$ cat src/pkg/pif_params.svh
// Offsets, field positions, reset values and masks of the peripheral irq block
`ifndef PIF_PARAMS_SVH
`define PIF_PARAMS_SVH
// Register byte offsets
`define PIF_OFF_FLAGS3 8'h00
`define PIF_OFF_EN1 8'h04
`define PIF_OFF_EN2 8'h08
`define PIF_OFF_EN3 8'h0C
`define PIF_OFF_PRIO1 8'h10
`define PIF_OFF_CTRL 8'h14
`define PIF_OFF_STAT 8'h18
// Implemented bit masks
`define PIF_MASK_FLAGS3 8'h7F
`define PIF_MASK_FLAGS3_WR 8'h4F
`define PIF_MASK_EN1 8'h7B
`define PIF_MASK_EN2 8'hCE
`define PIF_MASK_EN3 8'h7F
`define PIF_MASK_PRIO1 8'h7B
// Reset values
`define PIF_RST_EN 8'h00
`define PIF_RST_PRIO1 8'h7B
`define PIF_RST_CTRL 2'h0
// Third group bit positions
`define PIF_BIT_DISPLAY 6
`define PIF_BIT_SER2_RX 5
`define PIF_BIT_SER2_TX 4
`define PIF_BIT_CHARGE 3
`define PIF_BIT_CAPCMP2 2
`define PIF_BIT_CAPCMP1 1
`define PIF_BIT_CALENDAR 0
// Control register fields
`define PIF_CTRL_PRIO_EN 0
`define PIF_CTRL_PERIPH_EN 1
// Bus responses
`define PIF_RESP_OKAY 2'h0
`define PIF_RESP_SLVERR 2'h2
`endif

$ cat src/pkg/pif_pkg.sv
// Types of the peripheral irq block
package pif_pkg;
  // Capture/compare unit operating mode
  typedef enum logic [1:0] {
    PIF_CC_OFF_type_e = 2'h0,
    PIF_CC_CAPTURE = 2'h1,
    PIF_CC_COMPARE = 2'h2,
    PIF_CC_PWM = 2'h3
  } pif_ccmode_type;
  typedef logic [7:0] pif_byte_type;
endpackage

$ cat src/hw/pif_irq.sv
// Peripheral irq flags, enables and priority with AXI4-Lite registers
// Contract
// - Display flag set when all common lines output, type-B non-static only
// - Serial2 rx flag high while rx buffer full, clears on buffer read
// - Serial2 tx flag high while tx buffer empty, clears on write
// - Charge-time flag set on unit event, stays until software clears
// - Capture mode: capcmp flag set on capture, bit 2 and bit 1
// - Compare mode: capcmp flag set on match, software clears
// - PWM mode: capcmp flag never set by hardware
// - Calendar flag set on calendar event, software clears
// - Without priority levels, peripheral group enable gates all requests
// - Priority bits take effect only when priority levels enabled
// - Priority 1 high, 0 low; priority register resets to ones
// - Enable 1 allows, 0 blocks; enables reset to zero
// - Unimplemented bits read zero and ignore writes
// - First group enables at bits 6,5,4,3,1,0
// - Second group enables at bits 7,6,3,2,1
// - Third group enables at the same positions as third flags
// - Serial2 flags read-only; other third flags writable, reset zero
// - Flags set regardless of enables
// - Priority-levels enable lives in control register
//
// The placing of the registers and the AXI4-Lite register port were chosen for this implementation.
`timescale 1ns/1ps
`include "pif_params.svh"
module pif_irq (
  // Clock and reset
  input wire logic CLK,
  input wire logic RST,
  // AXI4-Lite write
  input wire logic [7:0] AWADDR,
  input wire logic AWVALID,
  output logic AWREADY,
  input wire logic [31:0] WDATA,
  input wire logic [3:0] WSTRB,
  input wire logic WVALID,
  output logic WREADY,
  output logic [1:0] BRESP,
  output logic BVALID,
  input wire logic BREADY,
  // AXI4-Lite read
  input wire logic [7:0] ARADDR,
  input wire logic ARVALID,
  output logic ARREADY,
  output logic [31:0] RDATA,
  output logic [1:0] RRESP,
  output logic RVALID,
  input wire logic RREADY,
  // Peripheral events, same clock
  input wire logic DISPLAY_DONE,
  input wire logic DISPLAY_TYPE_B,
  input wire logic DISPLAY_NONSTATIC,
  input wire logic SERIAL2_RX_FULL,
  input wire logic SERIAL2_TX_EMPTY,
  input wire logic CHARGE_TIME_EVENT,
  input wire pif_pkg::pif_ccmode_type CAPCMP2_MODE,
  input wire logic CAPCMP2_CAPTURE,
  input wire logic CAPCMP2_MATCH,
  input wire pif_pkg::pif_ccmode_type CAPCMP1_MODE,
  input wire logic CAPCMP1_CAPTURE,
  input wire logic CAPCMP1_MATCH,
  input wire logic CALENDAR_EVENT,
  // First and second group flags kept elsewhere
  input wire logic [7:0] FLAGS1,
  input wire logic [7:0] FLAGS2,
  // Buffer access strobes to the secondary serial port
  output logic SERIAL2_RX_READ,
  output logic SERIAL2_TX_WRITE,
  output logic [7:0] SERIAL2_TX_DATA,
  input wire logic [7:0] SERIAL2_RX_DATA,
  // Requests to the core
  output logic IRQ_HIGH,
  output logic IRQ_LOW
);
  import pif_pkg::*;

  // Serial2 buffer offsets, behind the flag registers
  localparam logic [7:0] OFF_SER2_RX = 8'h1C;
  localparam logic [7:0] OFF_SER2_TX = 8'h20;

  pif_byte_type flags3_q;
  pif_byte_type en1_q, en2_q, en3_q, prio1_q;
  logic [1:0] ctrl_q;
  logic aw_held_q, w_held_q;
  logic [7:0] awaddr_q;
  logic [31:0] wdata_q;
  logic [3:0] wstrb_q;
  logic bvalid_q, rvalid_q;
  logic [1:0] bresp_q, rresp_q;
  logic [31:0] rdata_q;
  logic wr_fire, rd_fire;
  logic [7:0] wr_addr, wr_byte;
  logic wr_lane0;
  logic [7:0] hw_set, sw_clr;
  logic [7:0] pend1, pend2, pend3;
  logic rx_read_q, tx_write_q;
  logic [7:0] tx_data_q;
  logic [7:0] stat_rd;
  logic rd_ok;
  logic [31:0] rd_val;

  // Known offset check used by both read and write decode
  function automatic logic known_off(input logic [7:0] a);
    known_off = (a == `PIF_OFF_FLAGS3) || (a == `PIF_OFF_EN1) ||
      (a == `PIF_OFF_EN2) || (a == `PIF_OFF_EN3) ||
      (a == `PIF_OFF_PRIO1) || (a == `PIF_OFF_CTRL) ||
      (a == `PIF_OFF_STAT) || (a == OFF_SER2_RX) || (a == OFF_SER2_TX);
  endfunction

  // Write channel capture, address and data in either order
  assign AWREADY = !aw_held_q && !bvalid_q;
  assign WREADY = !w_held_q && !bvalid_q;
  assign wr_fire = aw_held_q && w_held_q && !bvalid_q;
  assign wr_addr = awaddr_q;
  assign wr_byte = wdata_q[7:0];
  assign wr_lane0 = wstrb_q[0];
  always_ff @(posedge CLK) begin
    if (RST) begin
      aw_held_q <= 1'b0;
      awaddr_q <= 8'h00;
    end else if (AWVALID && AWREADY) begin
      aw_held_q <= 1'b1;
      awaddr_q <= {AWADDR[7:2], 2'h0};
    end else if (wr_fire) begin
      aw_held_q <= 1'b0;
    end
  end
  always_ff @(posedge CLK) begin
    if (RST) begin
      w_held_q <= 1'b0;
      wdata_q <= 32'h0000_0000;
      wstrb_q <= 4'h0;
    end else if (WVALID && WREADY) begin
      w_held_q <= 1'b1;
      wdata_q <= WDATA;
      wstrb_q <= WSTRB;
    end else if (wr_fire) begin
      w_held_q <= 1'b0;
    end
  end
  // Write response, error on unmapped or read-only address
  always_ff @(posedge CLK) begin
    if (RST) begin
      bvalid_q <= 1'b0;
      bresp_q <= `PIF_RESP_OKAY;
    end else if (wr_fire) begin
      bvalid_q <= 1'b1;
      bresp_q <= (known_off(wr_addr) && wr_addr != `PIF_OFF_STAT &&
        wr_addr != OFF_SER2_RX) ? `PIF_RESP_OKAY : `PIF_RESP_SLVERR;
    end else if (BREADY) begin
      bvalid_q <= 1'b0;
    end
  end
  assign BVALID = bvalid_q;
  assign BRESP = bresp_q;

  // Enables and priority, unimplemented bits masked
  always_ff @(posedge CLK) begin
    if (RST) begin
      en1_q <= `PIF_RST_EN;
      en2_q <= `PIF_RST_EN;
      en3_q <= `PIF_RST_EN;
      prio1_q <= `PIF_RST_PRIO1;
      ctrl_q <= `PIF_RST_CTRL;
    end else if (wr_fire && wr_lane0) begin
      case (wr_addr)
        `PIF_OFF_EN1: en1_q <= wr_byte & `PIF_MASK_EN1;
        `PIF_OFF_EN2: en2_q <= wr_byte & `PIF_MASK_EN2;
        `PIF_OFF_EN3: en3_q <= wr_byte & `PIF_MASK_EN3;
        `PIF_OFF_PRIO1: prio1_q <= wr_byte & `PIF_MASK_PRIO1;
        `PIF_OFF_CTRL: ctrl_q <= wr_byte[1:0];
        default: ;
      endcase
    end
  end

  // Hardware set conditions of the third group
  always_comb begin
    hw_set = 8'h00;
    hw_set[`PIF_BIT_DISPLAY] = DISPLAY_DONE && DISPLAY_TYPE_B &&
      DISPLAY_NONSTATIC;
    hw_set[`PIF_BIT_CHARGE] = CHARGE_TIME_EVENT;
    hw_set[`PIF_BIT_CAPCMP2] =
      (CAPCMP2_MODE == PIF_CC_CAPTURE && CAPCMP2_CAPTURE) ||
      (CAPCMP2_MODE == PIF_CC_COMPARE && CAPCMP2_MATCH);
    hw_set[`PIF_BIT_CAPCMP1] =
      (CAPCMP1_MODE == PIF_CC_CAPTURE && CAPCMP1_CAPTURE) ||
      (CAPCMP1_MODE == PIF_CC_COMPARE && CAPCMP1_MATCH);
    hw_set[`PIF_BIT_CALENDAR] = CALENDAR_EVENT;
  end
  // Software clear mask: zero written to a writable flag
  assign sw_clr = (wr_fire && wr_lane0 && wr_addr == `PIF_OFF_FLAGS3) ?
    (~wr_byte & `PIF_MASK_FLAGS3_WR) : 8'h00;

  // Sticky flags, set wins over clear, set without regard to enables
  always_ff @(posedge CLK) begin
    if (RST) begin
      flags3_q <= 8'h00;
    end else begin
      flags3_q <= (flags3_q & ~sw_clr) | hw_set;
      if (wr_fire && wr_lane0 && wr_addr == `PIF_OFF_FLAGS3) begin
        // Software may also set writable flags
        flags3_q <= ((flags3_q & ~sw_clr) |
          (wr_byte & `PIF_MASK_FLAGS3_WR)) | hw_set;
      end
      // Serial2 flags follow buffer state and the buffer access strobes only
      flags3_q[`PIF_BIT_SER2_RX] <= SERIAL2_RX_FULL && !rx_read_q;
      flags3_q[`PIF_BIT_SER2_TX] <= SERIAL2_TX_EMPTY && !tx_write_q;
      flags3_q[7] <= 1'b0;
    end
  end
  // Buffer access strobes to the serial port
  always_ff @(posedge CLK) begin
    if (RST) begin
      rx_read_q <= 1'b0;
      tx_write_q <= 1'b0;
      tx_data_q <= 8'h00;
    end else begin
      rx_read_q <= rd_fire && ARADDR[7:2] == OFF_SER2_RX[7:2];
      tx_write_q <= wr_fire && wr_lane0 && wr_addr == OFF_SER2_TX;
      if (wr_fire && wr_lane0 && wr_addr == OFF_SER2_TX) begin
        tx_data_q <= wr_byte;
      end
    end
  end
  assign SERIAL2_RX_READ = rx_read_q;
  assign SERIAL2_TX_WRITE = tx_write_q;
  assign SERIAL2_TX_DATA = tx_data_q;

  // Pending per source, flag and enable
  assign pend1 = FLAGS1 & en1_q;
  assign pend2 = FLAGS2 & en2_q;
  assign pend3 = flags3_q & en3_q;
  // Request routing to the core
  always_ff @(posedge CLK) begin
    if (RST) begin
      IRQ_HIGH <= 1'b0;
      IRQ_LOW <= 1'b0;
    end else if (ctrl_q[`PIF_CTRL_PRIO_EN]) begin
      // Priority used only here; unlisted groups go high
      IRQ_HIGH <= |(pend1 & prio1_q) || |pend2 || |pend3;
      IRQ_LOW <= |(pend1 & ~prio1_q);
    end else begin
      IRQ_HIGH <= ctrl_q[`PIF_CTRL_PERIPH_EN] &&
        (|pend1 || |pend2 || |pend3);
      IRQ_LOW <= 1'b0;
    end
  end

  // Read status: request and control snapshot
  assign stat_rd = {4'h0, IRQ_LOW, IRQ_HIGH, ctrl_q};
  assign ARREADY = !rvalid_q;
  assign rd_fire = ARVALID && ARREADY;
  always_comb begin
    rd_val = 32'h0000_0000;
    rd_ok = known_off({ARADDR[7:2], 2'h0});
    case ({ARADDR[7:2], 2'h0})
      `PIF_OFF_FLAGS3: rd_val[7:0] = flags3_q & `PIF_MASK_FLAGS3;
      `PIF_OFF_EN1: rd_val[7:0] = en1_q;
      `PIF_OFF_EN2: rd_val[7:0] = en2_q;
      `PIF_OFF_EN3: rd_val[7:0] = en3_q;
      `PIF_OFF_PRIO1: rd_val[7:0] = prio1_q;
      `PIF_OFF_CTRL: rd_val[1:0] = ctrl_q;
      `PIF_OFF_STAT: rd_val[7:0] = stat_rd;
      OFF_SER2_RX: rd_val[7:0] = SERIAL2_RX_DATA;
      default: rd_val = 32'h0000_0000;
    endcase
  end
  always_ff @(posedge CLK) begin
    if (RST) begin
      rvalid_q <= 1'b0;
      rdata_q <= 32'h0000_0000;
      rresp_q <= `PIF_RESP_OKAY;
    end else if (rd_fire) begin
      rvalid_q <= 1'b1;
      rdata_q <= rd_val;
      rresp_q <= rd_ok ? `PIF_RESP_OKAY : `PIF_RESP_SLVERR;
    end else if (RREADY) begin
      rvalid_q <= 1'b0;
    end
  end
  assign RVALID = rvalid_q;
  assign RDATA = rdata_q;
  assign RRESP = rresp_q;

  // Checks
  a_flag_set_wins: assert property (@(posedge CLK) disable iff (RST)
    CALENDAR_EVENT |=> flags3_q[`PIF_BIT_CALENDAR])
    else $error("calendar event lost");
  a_charge_sticky: assert property (@(posedge CLK) disable iff (RST)
    flags3_q[`PIF_BIT_CHARGE] && !sw_clr[`PIF_BIT_CHARGE]
    |=> flags3_q[`PIF_BIT_CHARGE])
    else $error("charge flag dropped");
  a_pwm_no_set: assert property (@(posedge CLK) disable iff (RST)
    CAPCMP1_MODE == PIF_CC_PWM && !flags3_q[`PIF_BIT_CAPCMP1] &&
    !(wr_fire && wr_addr == `PIF_OFF_FLAGS3)
    |=> !flags3_q[`PIF_BIT_CAPCMP1])
    else $error("pwm set capcmp1 flag");
  a_capture_sets: assert property (@(posedge CLK) disable iff (RST)
    CAPCMP2_MODE == PIF_CC_CAPTURE && CAPCMP2_CAPTURE
    |=> flags3_q[`PIF_BIT_CAPCMP2])
    else $error("capture not flagged");
  a_compare_sets: assert property (@(posedge CLK) disable iff (RST)
    CAPCMP1_MODE == PIF_CC_COMPARE && CAPCMP1_MATCH
    |=> flags3_q[`PIF_BIT_CAPCMP1])
    else $error("compare not flagged");
  a_display_gate: assert property (@(posedge CLK) disable iff (RST)
    DISPLAY_DONE && DISPLAY_TYPE_B && DISPLAY_NONSTATIC
    |=> flags3_q[`PIF_BIT_DISPLAY])
    else $error("display flag missed");
  a_rx_follows: assert property (@(posedge CLK) disable iff (RST)
    !SERIAL2_RX_FULL |=> !flags3_q[`PIF_BIT_SER2_RX])
    else $error("rx flag without full");
  a_tx_follows: assert property (@(posedge CLK) disable iff (RST)
    SERIAL2_TX_EMPTY && !tx_write_q |=> flags3_q[`PIF_BIT_SER2_TX])
    else $error("tx flag missing");
  a_group_gate: assert property (@(posedge CLK) disable iff (RST)
    !ctrl_q[`PIF_CTRL_PRIO_EN] && !ctrl_q[`PIF_CTRL_PERIPH_EN]
    |=> !IRQ_HIGH && !IRQ_LOW)
    else $error("request without group enable");
  a_unimpl_zero: assert property (@(posedge CLK) disable iff (RST)
    !flags3_q[7] && !en1_q[7] && !en1_q[2] && !prio1_q[2] &&
    !en2_q[0] && en2_q[5:4] == 2'h0)
    else $error("unimplemented bit set");
  a_low_prio: assert property (@(posedge CLK) disable iff (RST)
    ctrl_q[`PIF_CTRL_PRIO_EN] && |(pend1 & ~prio1_q)
    |=> IRQ_LOW)
    else $error("low request missed");
  a_en_block: assert property (@(posedge CLK) disable iff (RST)
    (en1_q == 8'h00) && (en2_q == 8'h00) && (en3_q == 8'h00)
    |=> !IRQ_HIGH && !IRQ_LOW)
    else $error("request while all disabled");
  c_high_req: cover property (@(posedge CLK) IRQ_HIGH);
  c_low_req: cover property (@(posedge CLK) IRQ_LOW);
  c_set_clear: cover property (@(posedge CLK)
    CALENDAR_EVENT && sw_clr[`PIF_BIT_CALENDAR]);
  c_tx_write: cover property (@(posedge CLK) tx_write_q);
endmodule // pif_irq

$ cat config.mk
export PLATFORM = sky130hd
export DESIGN_NAME = pif_irq
export DESIGN_NICKNAME = d
export VERILOG_FILES = /design/src/pkg/pif_pkg.sv /design/src/hw/pif_irq.sv
export VERILOG_INCLUDE_DIRS = /design/src /design/src/pkg
export SDC_FILE = /design/constraint.sdc
export NUM_CORES = 1
export LEC_CHECK = 0
export BUFFER_PORTS_ARGS = -buffer_cell sky130_fd_sc_hd__buf_2
export CORE_AREA = 5 5 89 91
export DETAILED_ROUTE_END_ITERATION = 8
export DIE_AREA = 0 0 94 96
export PLACE_DENSITY = 0.85
export REMOVE_ABC_BUFFERS = 1
export SLEW_MARGIN = 20
export SYNTH_ARGS = -nofsm -noshare
export SYNTH_HDL_FRONTEND = slang
export SYNTH_SLANG_ARGS = --single-unit
$ cat constraint.sdc
create_clock -name CLK -period 3.5 [get_ports CLK]
set_clock_uncertainty 0.2 [all_clocks]
set_input_delay 0.35 -clock CLK [delete_from_list [all_inputs] [get_ports CLK]]
set_output_delay 0.35 -clock CLK [all_outputs]
set_load 0.03 [all_outputs]
==> results of run 1 <==
## kinds of logic (layout without fill, tap and decap cells)
family | Yosys count | count (layout) | synth area share
flops | 74 | 74 | 0.416
buf+inv | 57 | 111 | 0.0934
xor+xnor | 1 | 1 | 0.00246
compound gates | 66 | 66 | 0.123
other cells | 1 | 27 | 0.00105
simple gates | 164 | 164 | 0.226
mux | 48 | 48 | 0.139
## worst max-delay path, stage by stage, from the launching register on
cell	delay [ns]
dfxtp_1	0.35
nor4bb_1	0.79
nand4_2	0.47
mux2i_1	0.27
nor2_1	0.06
## how the worst max path moves through the flow
stage / start / to
finish: awaddr_q[4] / en3_q[2]
global route: awaddr_q[4] / en3_q[2]
CTS: awaddr_q[4] / en3_q[2]
detailed placement: awaddr_q[4] / en3_q[2]
global placement: awaddr_q[4] / en3_q[3]
floorplan: awaddr_q[4] / en3_q[0]
## layout make-up
cell class / instances / area, um2 / share of cell area
multi-input combinational: 305 / 1840 / 0.450
timing repair buffer: 89 / 448 / 0.109
tap: 99 / 124 / 0.0302
inverter: 7 / 26.3 / 0.00641
clock inverter: 3 / 15.0 / 0.00367
sequential: 74 / 1480 / 0.362
antenna: 1 / 2.50 / 0.000611
clock buffer: 12 / 155 / 0.0379
## where the power goes
part	internal [mW]	switching [mW]
clock network	0.289	0.294
logic	0.0692	0.136
registers	0.865	0.0289
total	1.22	0.460
## registers in the layout (all words and copies together) (netlist names), 6 cells and up
register and cells:
RDATA 8, SERIAL2_TX_DATA 8, wdata_q 8, en3_q 7
flags3_q 7, awaddr_q 6, en1_q 6, prio1_q 6
## per-layer routing
metal	track usage	up-vias	wire, um
li1	-	1548	-
met1	0.246	1419	3710
met2	0.326	166	4020
met3	0.0446	20	808
met4	0.103	0	188
met5	0	-	0
## stage by stage
step / setup WS, ns / instances / total power, mW
CTS: 1.21 / 589 / 1.69
floorplan: 1.54 / 386 / 1.03
finish: 1.22 / 590 / 1.68
detailed placement: 1.21 / 574 / 1.12
global placement: 1.32 / 574 / 1.11
global route: 1.04 / 589 / 1.75
## cell usage in the layout, fill, tap and decap left out, types with 2 or more instances in the layout
cell type,instances
o21ai_0,10
nand4_1,6
nor3_1,15
clkinv_2,3
nand2b_1,3
o22ai_1,4
nor2b_1,4
mux2i_1,46
and2_1,3
nor3b_1,6
a222oi_1,2
buf_2,88
inv_1,7
dfxtp_1,74
nor2_1,60
a211oi_1,5
a221oi_1,6
nand2_1,37
nand3_2,2
a31oi_1,3
or3_1,2
nor4_1,4
clkbuf_8,11
nand3_1,12
a22o_1,4
and3_1,3
a21oi_1,24
conb_1,26
==> flow_metrics.py, run 1 <==
metrics = {
    "yosys": {
        "postSynth.asyncResetShare": 0,
        "yosysSeqAreaShare": 0.416,
        "synth_area_leader_cell": "dfxtp_1",
        "synth_cell_type_count": 49,
        "synthTopCellsByArea": "dfxtp_1 42%, mux2i_1 13%, nor2_1 6.3%, buf_4 5.7%, nand2_1 3.9%",
        "synth_edf_count": 0,
        "synth_commonest_cells": "74 x dfxtp_1, 60 x nor2_1, 46 x mux2i_1",
        "synth_area_per_cell_um2": 8.67,
        "yosysWarningCount": 0,
        "synth.top_cell.area_share": 0.416,
        "ys.flop_type": "dfxtp_1",
        "ys_ff_latch": 74,
        "netlist_area_mm2": 0.00356,
        "synthCells": 411,
        "synthMostInstantiatedCell": "dfxtp_1",
    },
    "worst_setup_path": {
        "cp_max_fo": 7,
        "r2r-end": "en3_q[2]",
        "endpoint_kind": "flip-flop",
        "worstSetupPathType": "flip-flop to flip-flop",
        "start_kind": "flip-flop",
        "r2r-start": "awaddr_q[4]",
        "r2r_slack_ns": 1.22,
        "arrival_ns": 2.28,
        "cp.required_ns": 3.50,
        "rr_worst_depth": 4,
    },
    "layout": {
        "area_growth_pct": 14.9,
        "post-route-cell-area_mm2": 0.00410,
        "utilization": 0.580,
        "drive_gt1_frac": 0.229,
        "final_nets": 584,
        "fill_cells": 651,
    },
    "global_routing": {
        "grt_pass1_vias": 3020,
        "grtUsageTotal": 0.199,
        "overflow": 0,
        "grt_max_degree": 40,
        "grt_pass1_wl_um": 14100,
        "grt_antenna_before_repair": 0,
    },
    "route": {
        "vias": 3153,
        "drc": 0,
        "finalWirelength_um": 8730,
        "routedWlPerCell_um": 14.8,
        "detail-route-antenna-nets": 0,
        "viasPerCell": 5.34,
        "drt_iter0_drc": 202,
        "dr.pass1.iters": 7,
    },
    "outcome": {
        "status": "finished, final reports clean",
    },
    "job": {
        "drv_cap": 0,
    },
    "floorplan": {
        "die_w_um": 94,
        "ios": 151,
        "die-area_mm2": 0.00902,
        "die_y_um": 96,
        "core_mm2": 0.00706,
        "rows": 31,
        "initial_core_util": 0.505,
    },
    "clock_tree": {
        "cts_buffers": 9,
        "cts.clk_slew.worst_paths_ns": 0.07,
        "clk_latency_ns": 0.34,
        "postCtsSetupRepairBufs": 0,
        "cts.htree.levels": 3,
        "post_cts_resized": 0,
        "cts.path.max_buffers": 2,
        "clockRootBuffer": "clkbuf_8",
        "cts_hold_buf": 0,
        "cts_tree": "built",
        "cts_sinks": 74,
    },
    "power_and_ir_drop": {
        "power_density_mw_per_mm2": 411,
        "leakagePower_nw": 1.96,
        "peakVddDrop_uv": 165,
    },
    "sta": {
        "min_period_over_period": 0.651,
        "fin_setup_tns_ns": 0,
        "rsz0062_at_grt": "false",
        "max_slew.worst_pin.slew_ns": 0.893,
        "maxSlewViolCount": 0,
        "hold_viol": 0,
        "period_needed_ns": 2.28,
        "finalSetupViolCount": 0,
        "whs_ns": 0.0441,
        "slew_headroom": 0.397,
        "fmax_mhz": 439,
    },
    "min_path": {
        "whs_endpoint": "wdata_q[0]",
        "hp-class": "input pin to flip-flop",
        "whs_path_depth": 3,
        "min_from": "WDATA[0]",
    },
    "place": {
        "gp_congestion": 0.904,
        "post-dp-hpwl_um": 6540,
        "port_buffers": 88,
        "place_area_mm2": 0.00392,
    },
}
No activity file was read; power rests on OpenSTA's default activity.
==> run 2, diff against run 1 <==
--- a/config.mk
+++ b/config.mk
@@ -6,11 +6,12 @@
 export SDC_FILE = /design/constraint.sdc
 export NUM_CORES = 1
 export LEC_CHECK = 0
+export ABC_AREA = 1
 export BUFFER_PORTS_ARGS = -buffer_cell sky130_fd_sc_hd__buf_2
-export CORE_AREA = 5 5 89 91
+export CORE_AREA = 5 5 98 100
 export DETAILED_ROUTE_END_ITERATION = 8
-export DIE_AREA = 0 0 94 96
-export PLACE_DENSITY = 0.85
+export DIE_AREA = 0 0 103 105
+export PLACE_DENSITY = 0.74
 export REMOVE_ABC_BUFFERS = 1
 export SLEW_MARGIN = 20
 export SYNTH_ARGS = -nofsm -noshare
==> constraint.sdc (replaced) <==
create_clock -name CLK -period 2 [get_ports CLK]
set_clock_uncertainty 0.2 [all_clocks]
set_input_delay 0.2 -clock CLK [delete_from_list [all_inputs] [get_ports CLK]]
set_output_delay 0.2 -clock CLK [all_outputs]
set_load 0.03 [all_outputs]
==> run 2 against run 1 <==
First-iteration DRC count fell by 7.9%. Power up 85%. Flip-flop and latch count unchanged.
==> flow_metrics.py, run 2 <==
metrics = {
    "layout": {
        "antennaDiodeCount": 0,
        "area_growth_pct": 24.0,
        "most-common-layout-cells": "103 x nand2_1, 88 x buf_2, 74 x dfxtp_1",
        "final_nets": 707,
        "fill_cells": 842,
        "fin_cells": 722,
        "multiInputGateArea_mm2": 0.00175,
        "layout_commonest_cell": "nand2_1",
        "regArea_mm2": 0.00148,
        "drive_gt1_frac": 0.225,
    },
    "yosys": {
        "synth_edf_count": 0,
        "synth_commonest_cells": "103 x nand2_1, 74 x dfxtp_1, 52 x a21oi_1",
        "netlist_area_mm2": 0.00360,
        "yosysWarningCount": 0,
        "postSynth.asyncResetShare": 0,
        "synthMostInstantiatedCell": "nand2_1",
        "synthCells": 497,
        "synth_cell_type_count": 32,
        "ys.flop_type": "dfxtp_1",
        "synth_area_leader_cell": "dfxtp_1",
        "synth.top_cell.area_share": 0.412,
        "synth_area_per_cell_um2": 7.24,
        "yosysSeqAreaShare": 0.412,
        "synthTopCellsByArea": "dfxtp_1 41%, nand2_1 11%, a21oi_1 7.2%, buf_4 5.4%, o21ai_0 4.5%",
        "ys_ff_latch": 74,
    },
    "sta": {
        "max_slew.worst_pin.slew_ns": 0.570,
        "maxSlewViolCount": 0,
        "min_period_over_period": 0.868,
        "slew_headroom": 0.619,
        "whs_ns": 0.00574,
        "fmax_mhz": 576,
        "fin_setup_tns_ns": 0,
        "hold_viol": 0,
        "finalSetupViolCount": 0,
        "rsz0062_at_grt": "false",
        "period_needed_ns": 1.74,
    },
    "global_routing": {
        "grt_pass1_vias": 3500,
        "grtUsageTotal": 0.184,
        "grt_max_degree": 29,
        "overflow": 0,
        "grt_pass1_wl_um": 16100,
        "grt_antenna_before_repair": 0,
    },
    "route": {
        "dr.pass1.iters": 5,
        "routedWlPerCell_um": 13.7,
        "drt_iter0_drc": 186,
        "viasPerCell": 5.01,
        "drc": 0,
        "finalWirelength_um": 9870,
        "detail-route-antenna-nets": 0,
        "vias": 3616,
    },
    "clock_tree": {
        "postCtsSetupRepairBufs": 0,
        "cts.path.max_buffers": 2,
        "cts_sinks": 74,
        "cts_tree": "built",
        "clk_latency_ns": 0.35,
        "cts.htree.levels": 3,
        "cts.clk_slew.worst_paths_ns": 0.08,
        "cts_buffers": 9,
        "clockRootBuffer": "clkbuf_8",
    },
    "floorplan": {
        "die_w_um": 103,
        "initial_core_util": 0.418,
        "die-area_mm2": 0.0108,
        "rows": 34,
        "die_y_um": 105,
        "ios": 151,
        "core_mm2": 0.00859,
    },
    "place": {
        "port_buffers": 88,
        "post-dp-hpwl_um": 7380,
        "gp_congestion": 0.918,
        "dp.cells": 681,
    },
    "min_path": {
        "whs_path_depth": 5,
        "hp-class": "input pin to flip-flop",
        "whs_endpoint": "flags3_q[6]",
        "min_from": "DISPLAY_DONE",
    },
    "worst_setup_path": {
        "cp_num_cells": 10,
        "crit_buf_inv": 2,
        "cp.required_ns": 2.08,
        "start_kind": "input pin",
        "arrival_ns": 1.82,
        "crit_path_frequent_cell": "nand2_1",
        "critPathTopFamily": "simple AND/OR/NAND/NOR gates",
        "cp_max_fo": 8,
        "critical_path.max_stage_delay_ns": 0.52,
        "r2r-end": "SERIAL2_TX_DATA[7]",
        "worstSetupPathType": "input pin to flip-flop",
        "rr_worst_depth": 7,
        "r2r-start": "aw_held_q",
        "endpoint_kind": "flip-flop",
        "crit_chain": "dlygate4sd3_1 > buf_2 > nand2_1 > nor2_2 > nand3_1 > nand2_1 > nor2_1 > nand2_1 > nand2_1 > a21oi_1",
        "cp_slowest_cell": "dlygate4sd3_1",
        "r2r_slack_ns": 0.29,
    },
    "outcome": {
        "status": "finished, final reports clean",
    },
    "power_and_ir_drop": {
        "leakagePower_nw": 2.08,
        "power_density_mw_per_mm2": 697,
        "finalPower_mw": 3.11,
        "peakVddDrop_uv": 491,
    },
    "job": {
        "drv_cap": 0,
    },
}
run 2: cell type report:
class / instances / area share
inverters: 45 / 0.0379
flip-flops and latches: 74 / 0.332
multi-input cells: 360 / 0.393
clock buffers: 10 / 0.0309
clock inverters: 6 / 0.0107
repair buffers: 119 / 0.165
well taps: 108 / 0.0303
run 2: report_power, final:
part           total [mW]  internal (mW)  leakage (nW)  switching, mW
clock                1.10          0.497        0.0937          0.599
sequential           1.56           1.52         0.603         0.0400
combinational       0.449          0.149          1.38          0.301
total                3.11           2.17          2.08          0.940
run 2: worst max-delay path by stage:
| stage | startpoint | to | slack, ns |
|---|---|---|---|
| 6_report | ARADDR[4] | RDATA[6] | 0.26 |
| 5_1_grt | ARADDR[4] | RDATA[0] | 0.1 |
| 4_1_cts | aw_held_q | SERIAL2_TX_DATA[7] | 0.27 |
| 3_5_place_dp | aw_held_q | SERIAL2_TX_DATA[7] | 0.28 |
| 3_3_place_gp | w_held_q | SERIAL2_TX_DATA[7] | 0.35 |
| 2_1_floorplan | BVALID | wdata_q[0] | 0.04 |
run 2: worst reg2reg max path: stages, from the launching register on:
cell,delay (ns)
dfxtp_1,0.40
nand2_1,0.07
nor2_1,0.20
nand2_1,0.16
nor2_4,0.34
inv_1,0.10
nor2_1,0.10
nor2_1,0.05
run 2: stage by stage:
stage	utilization	setup slack, ns	cell area, um2
final	0.519	0.264	4460
after global placement	0.468	0.350	4030
after detailed placement	0.468	0.277	4030
after CTS	0.519	0.268	4460
after floorplan	-	0.0443	3400
after global routing	0.519	0.0986	4460
run 2: timing repair:
action                                 4_1_cts  5_1_grt
endpoints found under the hold margin       24        0
hold buffers                                25        0
gates resized for setup                      0        0
run 2: kinds of logic (layout without fill, tap and decap cells):
group / count (synthesis) / in the layout / synth area share
other: 1 / 26 / 0.00104
AO/OA/AOI/OAI: 118 / 118 / 0.179
buffers and inverters: 88 / 180 / 0.126
AND/OR/NAND/NOR: 216 / 216 / 0.282
flip-flops: 74 / 74 / 0.412
run 2: metal layers:
layer / GRT usage / share of wire
met5: 0 / 0
met4: 0.0490 / 0.011
met3: 0.0360 / 0.086
met2: 0.319 / 0.47
met1: 0.231 / 0.43
